<file path="config.mk">
export PLATFORM = sky130hd
export DESIGN_NAME = mrw_reset_watchdog
export DESIGN_NICKNAME = d
export VERILOG_FILES = /design/src/mrw_pkg.sv /design/src/mrw_reset_watchdog.sv
export SDC_FILE = /design/constraint.sdc
export NUM_CORES = 1
export LEC_CHECK = 0
export BUFFER_PORTS_ARGS = -buffer_cell sky130_fd_sc_hd__buf_2
export CAP_MARGIN = 20
export CORE_ASPECT_RATIO = 0.8
export CORE_UTILIZATION = 50
export CTS_CLUSTER_DIAMETER = 40
export DETAILED_ROUTE_END_ITERATION = 6
export PLACE_DENSITY_LB_ADDON = 0.1
export REMOVE_ABC_BUFFERS = 1
export SLEW_MARGIN = 25
export SYNTH_ARGS = -nofsm -noshare
export SYNTH_HDL_FRONTEND = slang
export SYNTH_SLANG_ARGS = --single-unit
</file>
<file path="constraint.sdc">
create_clock -name aclk -period 3.7 [get_ports aclk]
set_clock_uncertainty 0.1 [all_clocks]
set_input_delay 0.185 -clock aclk [delete_from_list [all_inputs] [get_ports aclk]]
set_output_delay 0.185 -clock aclk [all_outputs]
set_load 0.05 [all_outputs]
</file>
<file path="src/mrw_pkg.sv">
// package: constants and types for the reset and watchdog service block
package mrw_pkg;
    // ------------------------------------------------------------
    // register map (printed offsets are word indices; byte address is four times the index)
    // ------------------------------------------------------------
    localparam logic [7:0] WDG_KEY_IDX = 8'h1D;
    localparam logic [7:0] WDG_CTRL_IDX = 8'h1E;
    localparam logic [7:0] RST_STATE_IDX = 8'h20;
    localparam logic [7:0] SERIAL_IDX = 8'h21;
    localparam logic [9:0] WDG_KEY_ADDR = {WDG_KEY_IDX, 2'b00};
    localparam logic [9:0] WDG_CTRL_ADDR = {WDG_CTRL_IDX, 2'b00};
    localparam logic [9:0] RST_STATE_ADDR = {RST_STATE_IDX, 2'b00};
    localparam logic [9:0] SERIAL_ADDR = {SERIAL_IDX, 2'b00};
    // ------------------------------------------------------------
    // key values and reset loads
    // ------------------------------------------------------------
    localparam logic [7:0] KEY_ARM = 8'h55;
    localparam logic [7:0] KEY_FIRE = 8'hAA;
    localparam logic [15:0] TIMER_RESET_VAL = 16'hFFFC;
    localparam logic [7:0] STACK_RESET_VAL = 8'hFF;
    localparam logic [13:0] RESTART_VECTOR = 14'h3FFE;
    // watchdog control field positions
    localparam int CTRL_FLAG_BIT = 4;
    localparam int CTRL_CME_BIT = 3;
    localparam int CTRL_ENA_BIT = 2;
    // ------------------------------------------------------------
    // timing, in bus cycles (one bus cycle per aclk)
    // ------------------------------------------------------------
    localparam int POR_CYCLES = 4064;
    localparam int INT_RST_CYCLES = 4;
    localparam int WDG_BASE_BITS = 15;
    localparam int WDG_W = 22;
    localparam int CNT_W = 12;
    localparam logic [1:0] AXI_OKAY = 2'b00;
    localparam logic [1:0] AXI_SLVERR = 2'b10;
    // ------------------------------------------------------------
    // sequencer states
    // ------------------------------------------------------------
    typedef enum logic [2:0] {
        MRW_POR = 3'b000,
        MRW_WAIT_PIN = 3'b001,
        MRW_RUN = 3'b010,
        MRW_INT_DRIVE = 3'b011,
        MRW_PIN_HELD = 3'b100
    } mrw_state_t;
endpackage

</file>
<file path="src/mrw_reset_watchdog.sv">
// reset sequencer and watchdog with an AXI4-Lite register slave
`timescale 1ns/1ns
// Operation
// drive reset pin low 4064 cycles after power-on
// internal reset drives pin low 4 cycles
// otherwise pin undriven, input only
// power-on holds reset 4064 cycles
// pin still low: stay in reset
// external pulse at least 1.5 cycles
// prescaler zero, timer counter FFFC
// clear compare level, enables, output bit
// all data direction registers cleared
// watchdog reset; flag cleared only on power-on
// wake-up timer register reset
// stack FF, interrupt mask, restart vector
// clear stop, wait, external interrupt latches
// serial unit disabled, its bits cleared
// tx empty and tx complete set
// serial baud rate bits cleared
// SPI disabled, slave, its bits cleared
// watchdog overflow resets like pin reset
// software writes 55 then AA
// other operations allowed between key writes
// key register read has no effect
// flag set on watchdog reset, read clears
// only armed AA restarts; others disarm
// sync pin; sequence starts after release
module mrw_reset_watchdog (
    input wire logic aclk,
    input wire logic aresetn,
    input wire logic por_n,
    input wire logic rst_pin_i,
    output logic rst_pin_o,
    output logic rst_pin_oe,
    input wire logic clock_fail,
    output logic periph_reset,
    output logic reset_is_por,
    output logic [15:0] timer_load_value,
    output logic [13:0] restart_vector,
    output logic [7:0] stack_reset_value,
    input wire logic [31:0] s_axi_awaddr,
    input wire logic s_axi_awvalid,
    output logic s_axi_awready,
    input wire logic [31:0] s_axi_wdata,
    input wire logic [3:0] s_axi_wstrb,
    input wire logic s_axi_wvalid,
    output logic s_axi_wready,
    output logic [1:0] s_axi_bresp,
    output logic s_axi_bvalid,
    input wire logic s_axi_bready,
    input wire logic [31:0] s_axi_araddr,
    input wire logic s_axi_arvalid,
    output logic s_axi_arready,
    output logic [31:0] s_axi_rdata,
    output logic [1:0] s_axi_rresp,
    output logic s_axi_rvalid,
    input wire logic s_axi_rready
);
    // ------------------------------------------------------------
    // pin synchroniser and sequencer
    // ------------------------------------------------------------
    logic pin_meta_q;
    logic pin_sync_q;
    mrw_pkg::mrw_state_t state_q;
    logic [mrw_pkg::CNT_W-1:0] cnt_q;
    logic wdg_fire;
    logic por_seen_q;

    // two-flop pin synchroniser; meta stage read only here
    always_ff @(posedge aclk) begin
        pin_meta_q <= rst_pin_i;
        pin_sync_q <= pin_meta_q;
    end

    // por_n models the supply detector: low forces a fresh power-on
    // sequence; aresetn is the plain logic reset
    always_ff @(posedge aclk) begin
        if (!aresetn || !por_n) begin
            state_q <= mrw_pkg::MRW_POR;
            cnt_q <= '0;
        end else begin
            case (state_q)
                mrw_pkg::MRW_POR: begin
                    // count from the first running clock edge
                    if (cnt_q == mrw_pkg::CNT_W'(mrw_pkg::POR_CYCLES - 1)) begin
                        state_q <= mrw_pkg::MRW_WAIT_PIN;
                        cnt_q <= '0;
                    end else begin
                        cnt_q <= cnt_q + 1'b1;
                    end
                end
                mrw_pkg::MRW_WAIT_PIN: begin
                    if (pin_sync_q) begin
                        state_q <= mrw_pkg::MRW_RUN;
                    end
                end
                mrw_pkg::MRW_RUN: begin
                    if (wdg_fire) begin
                        state_q <= mrw_pkg::MRW_INT_DRIVE;
                        cnt_q <= '0;
                    end else if (!pin_sync_q) begin
                        state_q <= mrw_pkg::MRW_PIN_HELD;
                    end
                end
                mrw_pkg::MRW_INT_DRIVE: begin
                    if (cnt_q == mrw_pkg::CNT_W'(mrw_pkg::INT_RST_CYCLES - 1)) begin
                        state_q <= mrw_pkg::MRW_WAIT_PIN;
                        cnt_q <= '0;
                    end else begin
                        cnt_q <= cnt_q + 1'b1;
                    end
                end
                mrw_pkg::MRW_PIN_HELD: begin
                    if (pin_sync_q) begin
                        state_q <= mrw_pkg::MRW_RUN;
                    end
                end
                default: begin
                    state_q <= mrw_pkg::MRW_POR;
                end
            endcase
        end
    end

    // remembers that the current reset came from power-on
    always_ff @(posedge aclk) begin
        if (!aresetn || !por_n) begin
            por_seen_q <= 1'b1;
        end else if (state_q == mrw_pkg::MRW_RUN) begin
            por_seen_q <= 1'b0;
        end
    end

    // pin is open-drain style: only ever driven low
    always_comb begin
        rst_pin_o = 1'b0;
        rst_pin_oe = (state_q == mrw_pkg::MRW_POR) ||
            (state_q == mrw_pkg::MRW_INT_DRIVE);
    end

    // reset broadcast to timer, ports, cpu, latches and serial units
    always_comb begin
        periph_reset = (state_q != mrw_pkg::MRW_RUN);
        reset_is_por = por_seen_q;
        timer_load_value = mrw_pkg::TIMER_RESET_VAL;
        restart_vector = mrw_pkg::RESTART_VECTOR;
        stack_reset_value = mrw_pkg::STACK_RESET_VAL;
    end

    // ------------------------------------------------------------
    // serial unit control state held here
    // ------------------------------------------------------------
    // bits [7:0]: te re tie tx_complete_irq_enable rie idle_line_irq_enable rwu sbk
    // bits [11:8]: rx_data_full idle or nf/fe ; [13:12] tx_data_empty tc
    // bits [15:14] baud rate ; [20:16] spe spi_irq_enable spi_master_select spi_transfer_done spi_write_collision/spi_mode_fault
    logic [20:0] serial_q;
    localparam logic [20:0] SERIAL_RESET = 21'h003000;

    // ------------------------------------------------------------
    // watchdog
    // ------------------------------------------------------------
    logic [mrw_pkg::WDG_W-1:0] wdg_cnt_q;
    logic [4:0] ctrl_q;
    logic ctrl_written_q;
    logic cme_written_q;
    logic armed_q;
    logic flag_q;
    logic [mrw_pkg::WDG_W-1:0] wdg_limit;
    logic key_wr;
    logic ctrl_wr;
    logic ctrl_rd;
    logic [7:0] wr_byte;

    // timeout: 2^15 times 1, 4, 16 or 64
    always_comb begin
        wdg_limit = '0;
        wdg_limit[mrw_pkg::WDG_BASE_BITS + 2 * ctrl_q[1:0]] = 1'b1;
    end

    assign wdg_fire = ctrl_q[mrw_pkg::CTRL_ENA_BIT] &&
        ((wdg_cnt_q == wdg_limit - 1'b1) ||
        (ctrl_q[mrw_pkg::CTRL_CME_BIT] && clock_fail));

    // counter cleared by any reset or a valid key pair
    always_ff @(posedge aclk) begin
        if (!aresetn || periph_reset) begin
            wdg_cnt_q <= '0;
        end else if (key_wr && armed_q && wr_byte == mrw_pkg::KEY_FIRE) begin
            wdg_cnt_q <= '0;
        end else if (ctrl_q[mrw_pkg::CTRL_ENA_BIT]) begin
            wdg_cnt_q <= wdg_cnt_q + 1'b1;
        end
    end

    // arm on 55, fire on AA; reads never touch it
    always_ff @(posedge aclk) begin
        if (!aresetn || periph_reset) begin
            armed_q <= 1'b0;
        end else if (key_wr) begin
            armed_q <= (wr_byte == mrw_pkg::KEY_ARM);
        end
    end

    // control bits write-once after each reset
    always_ff @(posedge aclk) begin
        if (!aresetn || periph_reset) begin
            ctrl_q <= '0;
            ctrl_written_q <= 1'b0;
            cme_written_q <= 1'b0;
        end else if (ctrl_wr) begin
            if (!ctrl_written_q) begin
                ctrl_q[2:0] <= wr_byte[2:0];
                ctrl_written_q <= 1'b1;
            end
            if (!cme_written_q) begin
                ctrl_q[mrw_pkg::CTRL_CME_BIT] <=
                    wr_byte[mrw_pkg::CTRL_CME_BIT];
                cme_written_q <= 1'b1;
            end
        end
    end

    // flag: set on self reset wins over read clear; pin keeps it
    always_ff @(posedge aclk) begin
        if (!aresetn || !por_n) begin
            flag_q <= 1'b0;
        end else if (wdg_fire && state_q == mrw_pkg::MRW_RUN) begin
            flag_q <= 1'b1;
        end else if (ctrl_rd) begin
            flag_q <= 1'b0;
        end
    end

    // ------------------------------------------------------------
    // AXI4-Lite slave
    // ------------------------------------------------------------
    logic aw_full_q;
    logic w_full_q;
    logic [9:0] aw_addr_q;
    logic [7:0] w_data_q;
    logic w_lane_q;
    logic bvalid_q;
    logic [1:0] bresp_q;
    logic rvalid_q;
    logic [31:0] rdata_q;
    logic [1:0] rresp_q;
    logic wr_go;
    logic aw_hit;

    assign s_axi_awready = !aw_full_q && !bvalid_q;
    assign s_axi_wready = !w_full_q && !bvalid_q;
    assign s_axi_bvalid = bvalid_q;
    assign s_axi_bresp = bresp_q;
    assign s_axi_arready = !rvalid_q;
    assign s_axi_rvalid = rvalid_q;
    assign s_axi_rdata = rdata_q;
    assign s_axi_rresp = rresp_q;
    assign wr_go = aw_full_q && w_full_q && !bvalid_q;
    assign wr_byte = w_data_q;
    assign aw_hit = (aw_addr_q == mrw_pkg::WDG_KEY_ADDR) ||
        (aw_addr_q == mrw_pkg::WDG_CTRL_ADDR) ||
        (aw_addr_q == mrw_pkg::SERIAL_ADDR);
    assign key_wr = wr_go && w_lane_q && aw_addr_q == mrw_pkg::WDG_KEY_ADDR;
    assign ctrl_wr = wr_go && w_lane_q && aw_addr_q == mrw_pkg::WDG_CTRL_ADDR;
    assign ctrl_rd = s_axi_arvalid && !rvalid_q &&
        s_axi_araddr[9:0] == mrw_pkg::WDG_CTRL_ADDR;

    // address and data captured in either order
    always_ff @(posedge aclk) begin
        if (!aresetn) begin
            aw_full_q <= 1'b0;
            w_full_q <= 1'b0;
            aw_addr_q <= '0;
            w_data_q <= '0;
            w_lane_q <= 1'b0;
        end else begin
            if (s_axi_awvalid && s_axi_awready) begin
                aw_full_q <= 1'b1;
                aw_addr_q <= s_axi_awaddr[9:0];
            end else if (wr_go) begin
                aw_full_q <= 1'b0;
            end
            if (s_axi_wvalid && s_axi_wready) begin
                w_full_q <= 1'b1;
                w_data_q <= s_axi_wdata[7:0];
                w_lane_q <= s_axi_wstrb[0];
            end else if (wr_go) begin
                w_full_q <= 1'b0;
            end
        end
    end

    // write response one cycle after both halves held
    always_ff @(posedge aclk) begin
        if (!aresetn) begin
            bvalid_q <= 1'b0;
            bresp_q <= mrw_pkg::AXI_OKAY;
        end else if (wr_go) begin
            bvalid_q <= 1'b1;
            bresp_q <= aw_hit ? mrw_pkg::AXI_OKAY : mrw_pkg::AXI_SLVERR;
        end else if (s_axi_bready) begin
            bvalid_q <= 1'b0;
        end
    end

    // serial unit bits: writable by software, forced on reset
    always_ff @(posedge aclk) begin
        if (!aresetn || periph_reset) begin
            serial_q <= SERIAL_RESET;
        end else if (wr_go && aw_addr_q == mrw_pkg::SERIAL_ADDR) begin
            serial_q <= {s_axi_wdata[20:8], w_data_q};
        end
    end

    // read data registered; key register reads as zero
    always_ff @(posedge aclk) begin
        if (!aresetn) begin
            rvalid_q <= 1'b0;
            rdata_q <= '0;
            rresp_q <= mrw_pkg::AXI_OKAY;
        end else if (s_axi_arvalid && !rvalid_q) begin
            rvalid_q <= 1'b1;
            rresp_q <= mrw_pkg::AXI_OKAY;
            rdata_q <= '0;
            if (s_axi_araddr[9:0] == mrw_pkg::WDG_CTRL_ADDR) begin
                rdata_q <= {27'h0000000, flag_q, ctrl_q[3:0]};
            end else if (s_axi_araddr[9:0] == mrw_pkg::WDG_KEY_ADDR) begin
                rdata_q <= '0;
            end else if (s_axi_araddr[9:0] == mrw_pkg::RST_STATE_ADDR) begin
                rdata_q <= {28'h0000000, por_seen_q, state_q};
            end else if (s_axi_araddr[9:0] == mrw_pkg::SERIAL_ADDR) begin
                rdata_q <= {11'h000, serial_q};
            end else begin
                rresp_q <= mrw_pkg::AXI_SLVERR;
            end
        end else if (s_axi_rready) begin
            rvalid_q <= 1'b0;
        end
    end
endmodule

</file>
==> results of run 1 <==
==> metal layers <==
| metal | vias up | GRT usage, % | share of wire (%) |
|---|---|---|---|
| met5 | - | 0 | 0 |
| met4 | 0 | 8.86 | 0.49 |
| met3 | 5 | 6.28 | 4.3 |
| met2 | 118 | 39.7 | 50 |
| met1 | 2108 | 25.5 | 45 |
| li1 | 2253 | - | - |
==> registers in the layout (all words and copies together) (netlist names) <==
signal         flops
wdg_cnt_q         22
s_axi_rdata       21
serial_q          21
cnt_q             12
aw_addr_q         10
w_data_q           8
ctrl_q             4
state_q            3
armed_q            1
aw_full_q          1
cme_written_q      1
flag_q             1
pin_meta_q         1
pin_sync_q         1
reset_is_por       1
s_axi_bresp        1
s_axi_bvalid       1
s_axi_rresp        1
s_axi_rvalid       1
w_full_q           1
w_lane_q           1
==> path summary, 6_finish.rpt <==
check,endpoint,slack [ns],startpoint
min reg2reg,pin_sync_q$_DFF_P_,0.23,pin_meta_q$_DFF_P_
max reg2reg,cnt_q[10]$_SDFFE_PP0P_,0.61,ctrl_q[1]$_SDFFE_PP0P_
min,state_q[1]$_SDFFE_PP0P_,0.07,por_n
max,cnt_q[10]$_SDFFE_PP0P_,0.61,ctrl_q[1]$_SDFFE_PP0P_
==> synth_stat cells, types with 8 or more instances <==
master	number
dfxtp_1	114
nand2_1	73
nor2_1	67
buf_4	52
mux2i_1	28
nor2b_1	28
a21boi_0	25
clkbuf_1	20
a22oi_1	16
xor2_1	16
a21oi_1	15
nand3_1	15
inv_1	12
and3_1	10
o21ai_0	10
nand4_1	9
xnor2_1	9
nor3_1	8
==> power by group through the flow <==
stage,Clock (mW),Sequential (mW),Combinational [mW]
6_report,1.70,1.27,0.284
5_1_grt,1.79,1.27,0.304
4_1_cts,1.73,1.27,0.282
3_5_place_dp,0,1.29,0.252
3_3_place_gp,0,1.29,0.249
2_1_floorplan,0,1.30,0.183
==> cell families after synthesis <==
group	Yosys count
buffers and inverters	91
multiplexers	31
XOR/XNOR	25
AND/OR/NAND/NOR	257
adder cells (fa/ha/maj)	6
AO/OA/AOI/OAI	94
other	2
flip-flops	114
==> worst reg2reg max path: stages, from the launching register on <==
cell,delay (ns)
dfxtp_1,0.51
nand2b_1,0.21
inv_1,0.08
ha_1,0.22
a21boi_0,0.22
xor2_1,0.11
a311oi_2,0.42
a41oi_4,0.36
or4_1,0.60
a21oi_1,0.18
==> cells in the final DEF, fill, tap and decap left out, types with 9 or more instances in the layout <==
master         instances
inv_1                 12
mux2i_1               28
conb_1                52
and3_1                10
nor2_1                67
a21oi_1               15
xnor2_1                9
a22oi_1               16
o21ai_0               10
clkbuf_16             17
nand2_1               73
buf_2                 82
dfxtp_1              114
nand4_1                9
a21boi_0              25
dlygate4sd3_1         36
nand3_1               15
nor2b_1               28
xor2_1                16
==> final cells by class <==
| type | instances | area [sq um] |
|---|---|---|
| multi-input combinational | 465 | 2800 |
| clock inverter | 13 | 184 |
| fill | 893 | 3680 |
| inverter | 12 | 45.0 |
| tap | 140 | 175 |
| clock buffer | 18 | 429 |
| sequential | 114 | 2280 |
| timing repair buffer | 123 | 808 |
==> impl_metrics.ini, run 1 <==
[yosys]
synth_compound_area_share_pct = 13.0
synth-seq-cells = 114
synth_top_family_by_area = simple AND/OR/NAND/NOR gates
synthSimpleGateAreaFrac_pct = 23.7
synthTopCellsByArea = dfxtp_1 42%, buf_4 7.2%, mux2i_1 5.1%, nand2_1 5.0%, nor2_1 4.6%
async_flop_share_pct = 0
synth_area_per_cell_sq_um = 8.79
ys_seq_area_share_pct = 41.9
yosys_warnings = 0
yosysTopAreaCellShare_pct = 41.9
synth_mux_area_share_pct = 5.76
synth_adder_area_share_pct = 1.38
synth_edf_count = 0
netlist_area_sq_um = 5450
yosysUniqueCellTypes = 56
synth_xor_area_share_pct = 4.02
synth_area_leader_cell = dfxtp_1
syn_inst = 620
synth-main-ff-cell = dfxtp_1

[sta]
fin_ws_ns = 0.610
min_period_ns = 3.09
final_hold_viol_count = 0
slew_headroom_pct = 40.9
fmax_mhz = 324
finalSetupViolCount = 0
fin_tns_setup_ns = 0
rsz0062_at_grt = no
fin_crit_sh_pct = 83.5
worst-slew-pin-transition_ns = 0.884
hold_ws_ns = 0.0672
slew_viol_final = 0

[power]
pwr-share-seq_pct = 39.0
clkPwrFrac_pct = 52.2
vdd_drop_max_v = 0.000302
power_mw = 3.25
leakage_nw = 2.73
p_comb_share_pct = 8.8
swShare_pct = 24.5
powerDensity_nw_per_um2 = 483
p_switching_mw = 0.795
internal_power_mw = 2.45

[critical_path]
worst-path-buf-inv = 1
crit_required_ns = 3.93
critPathKind = reg -> reg
reg2regPathDepth = 9
arrival_ns = 3.32
endpoint_kind = flip-flop
cp_top_family = compound AO/OA/AOI/OAI gates
slowest_delay_ns = 0.60
worstPathMaxFanout = 23
slowest_stage = or4_1
path_depth = 9
crit_chain = nand2b_1, inv_1, ha_1, a21boi_0, xor2_1, a311oi_2, a41oi_4, or4_1, a21oi_1
cp-start-kind = flip-flop

[place]
dpl_cell_area_sq_um = 5750
place_ws_ns = 0.648
dp.cells = 818
io_buffers = 82
hpwl_mm = 7.97
place.gp.congestion = 0.785

[cells_and_area]
fin_area_sq_um = 6720
nets = 849
area_growth_pct = 23.4
drive_gt1_share_pct = 17.2
fin_util_pct = 64.6
final_cells = 885
antenna-diode-count = 0

[clocking]
cts_hold_buf = 36
htreeDepth = 4
cts_resized = 0
clk_pin_slew_ns = 0.05
cts_tree = yes
cts-root-buf = clkbuf_16
clock_path_buffers = 2
insertion_delay_ns = 0.41
post_cts_buffers = 0
cts-buffers-inserted = 17
clock_sinks = 114

[route]
wirelength_mm = 12.0
vias = 4484
drtIter0Drc = 181
drc = 0
drt_first_pass_iters = 4
viasPerCell = 5.07
wl_per_cell_um = 13.5
ant_nets = 0

[worst_hold_path]
whs_path_depth = 3
hp-class = in -> reg

[floorplanning]
start_util_pct = 52.4
rows = 33
die_area_sq_um = 11300
fp.coreArea_sq_um = 10400
die_y_um = 95.4
die_w_um = 119
boundaryPins = 193

[global_routing]
grt_pass1_wl_mm = 19.8
first_global_vias = 4337
grt_max_degree = 28
grt_remaining_overflow = 0
grt_usage_pct = 22.3
antenna_found_initial = 0

[job]
max_cap_violations = 0

[run_status]
outcome = completed
Note: power is estimated with default switching activity, not from simulation.
==> run 2, diff against run 1 <==
==> constraint.sdc (replaced) <==
create_clock -name aclk -period 2.9 [get_ports aclk]
set_clock_uncertainty 0.1 [all_clocks]
set_input_delay 0.145 -clock aclk [delete_from_list [all_inputs] [get_ports aclk]]
set_output_delay 0.145 -clock aclk [all_outputs]
set_load 0.05 [all_outputs]
==> run 2 against run 1 <==
  * First-iteration DRC count is 49% higher
  * Critical path depth is 1 lower
  * Wire length is 2.5% higher
  * Global-route usage is 0.32 points lower
  * Via count is 1.8% higher
==> impl_metrics.ini, run 2 (synthesized netlist as in run 1, its figures left out) <==
[critical_path]
cp-start-kind = flip-flop
crit_chain = or2_4, ha_1, xnor2_1, a2111oi_4, o2111a_2, a41oi_4, or4_1, a21oi_1
crit_required_ns = 3.13
r2r-end = cnt_q[9]$_SDFFE_PP0P_
reg2reg_slack_ns = 0.08
reg2regPathDepth = 8
worstPathMaxFanout = 6
cp_top_family = compound AO/OA/AOI/OAI gates
endpoint_kind = flip-flop
arrival_ns = 3.05
slowest_stage = or4_1
worst-path-buf-inv = 0
critPathKind = reg -> reg
slowest_delay_ns = 0.57
rr_startpoint = ctrl_q[0]$_SDFFE_PP0P_

[global_routing]
first_global_vias = 4211
grt_usage_pct = 22.0
grt_remaining_overflow = 0
antenna_found_initial = 0
grt_pass1_wl_mm = 19.5
grt_max_degree = 39

[cells_and_area]
fillers = 902
fin_area_sq_um = 6850
fin_util_pct = 65.9
largest_register = wdg_cnt_q
drive_gt1_share_pct = 18.4
final_cell_mix = 114 x dfxtp_1, 82 x buf_2, 73 x nand2_1
nets = 857
largest_register_ffs = 22
final_cells = 894
final_common_cell = dfxtp_1
area_growth_pct = 25.8
antenna-diode-count = 0

[clocking]
cts-buffers-inserted = 17
clk_pin_slew_ns = 0.06
cts_tree = yes
insertion_delay_ns = 0.42
clock_sinks = 114
htreeDepth = 4
clock_path_buffers = 2
cts-root-buf = clkbuf_16

[route]
wl_per_cell_um = 13.7
viasPerCell = 5.11
wirelength_mm = 12.3
drtIter0Drc = 269
drc = 0
ant_nets = 0
vias = 4566
drt_first_pass_iters = 4

[sta]
final_hold_viol_count = 0
slew_viol_final = 0
slew_headroom_pct = 39.2
worst-slew-pin-transition_ns = 0.910
hold_ws_ns = 0.0327
fin_crit_sh_pct = 97.1
fin_tns_setup_ns = 0
finalSetupViolCount = 0
fin_ws_ns = 0.0833
min_period_ns = 2.82
fmax_mhz = 355

[power]
vdd_drop_max_v = 0.000436
leakage_nw = 2.80
power_mw = 4.22
powerDensity_nw_per_um2 = 615

[place]
dp.cells = 822
hpwl_mm = 7.99
place_ws_ns = 0.105
place.gp.congestion = 0.802
io_buffers = 82
dpl_cell_area_sq_um = 5790

[job]
max_cap_violations = 0

[worst_hold_path]
whs_path_depth = 2
holdPathEnd = aw_addr_q[1]$_SDFFE_PN0P_
hp-class = in -> reg
worstHoldStart = aresetn

[floorplanning]
die_w_um = 119
rows = 33
start_util_pct = 52.4
die_area_sq_um = 11300
fp.coreArea_sq_um = 10400
boundaryPins = 193
die_y_um = 95.4

[run_status]
outcome = completed
-- run 2: layout make-up --
class,count,area [sq um],area share (%)
multi-input cells,466,2820,41.1
flip-flops and latches,114,2280,33.3
repair buffers,130,891,13.0
clock buffers,18,439,6.41
clock inverters,14,201,2.94
well taps,140,175,2.56
inverters,12,45.0,0.657
-- run 2: repair_timing --
action | 4_1_cts | 5_1_grt
gates resized for setup | 0 | 3
buffers inserted | 0 | 2
setup endpoints to repair | 0 | 12
hold buffers | 36 | 0
hold endpoints to repair | 36 | 0
-- run 2: metal layers --
layer | vias to the layer above | wire (um) | track usage [%] | part of all wire, %
li1 | 2292 | - | - | -
met4 | 0 | 136 | 8.76 | 1.1
met3 | 9 | 490 | 5.68 | 4.0
met5 | - | 0 | 0 | 0
met1 | 2145 | 5670 | 26.0 | 46
met2 | 120 | 5980 | 38.5 | 49
-- run 2: worst max path at each step --
stage	startpoint	endpoint	slack, ns	cells past startpoint
3_3_place_gp	ctrl_q[0]$_SDFFE_PP0P_	cnt_q[10]$_SDFFE_PP0P_	0.19	8
3_5_place_dp	ctrl_q[0]$_SDFFE_PP0P_	cnt_q[4]$_SDFFE_PP0P_	0.11	8
6_report	ctrl_q[0]$_SDFFE_PP0P_	cnt_q[9]$_SDFFE_PP0P_	0.08	8
4_1_cts	ctrl_q[0]$_SDFFE_PP0P_	cnt_q[4]$_SDFFE_PP0P_	0.09	8
5_1_grt	ctrl_q[0]$_SDFFE_PP0P_	cnt_q[3]$_SDFFE_PP0P_	-0.005	10
2_1_floorplan	ctrl_q[0]$_SDFFE_PP0P_	cnt_q[0]$_SDFFE_PP0P_	0.17	8
-- run 2: power by group --
part           total [mW]  switching [mW]  leakage, nW  internal, mW
clock                2.24           0.765        0.308          1.47
sequential           1.62          0.0228        0.923          1.59
combinational       0.363           0.262         1.57         0.101
total                4.22            1.05         2.80          3.17
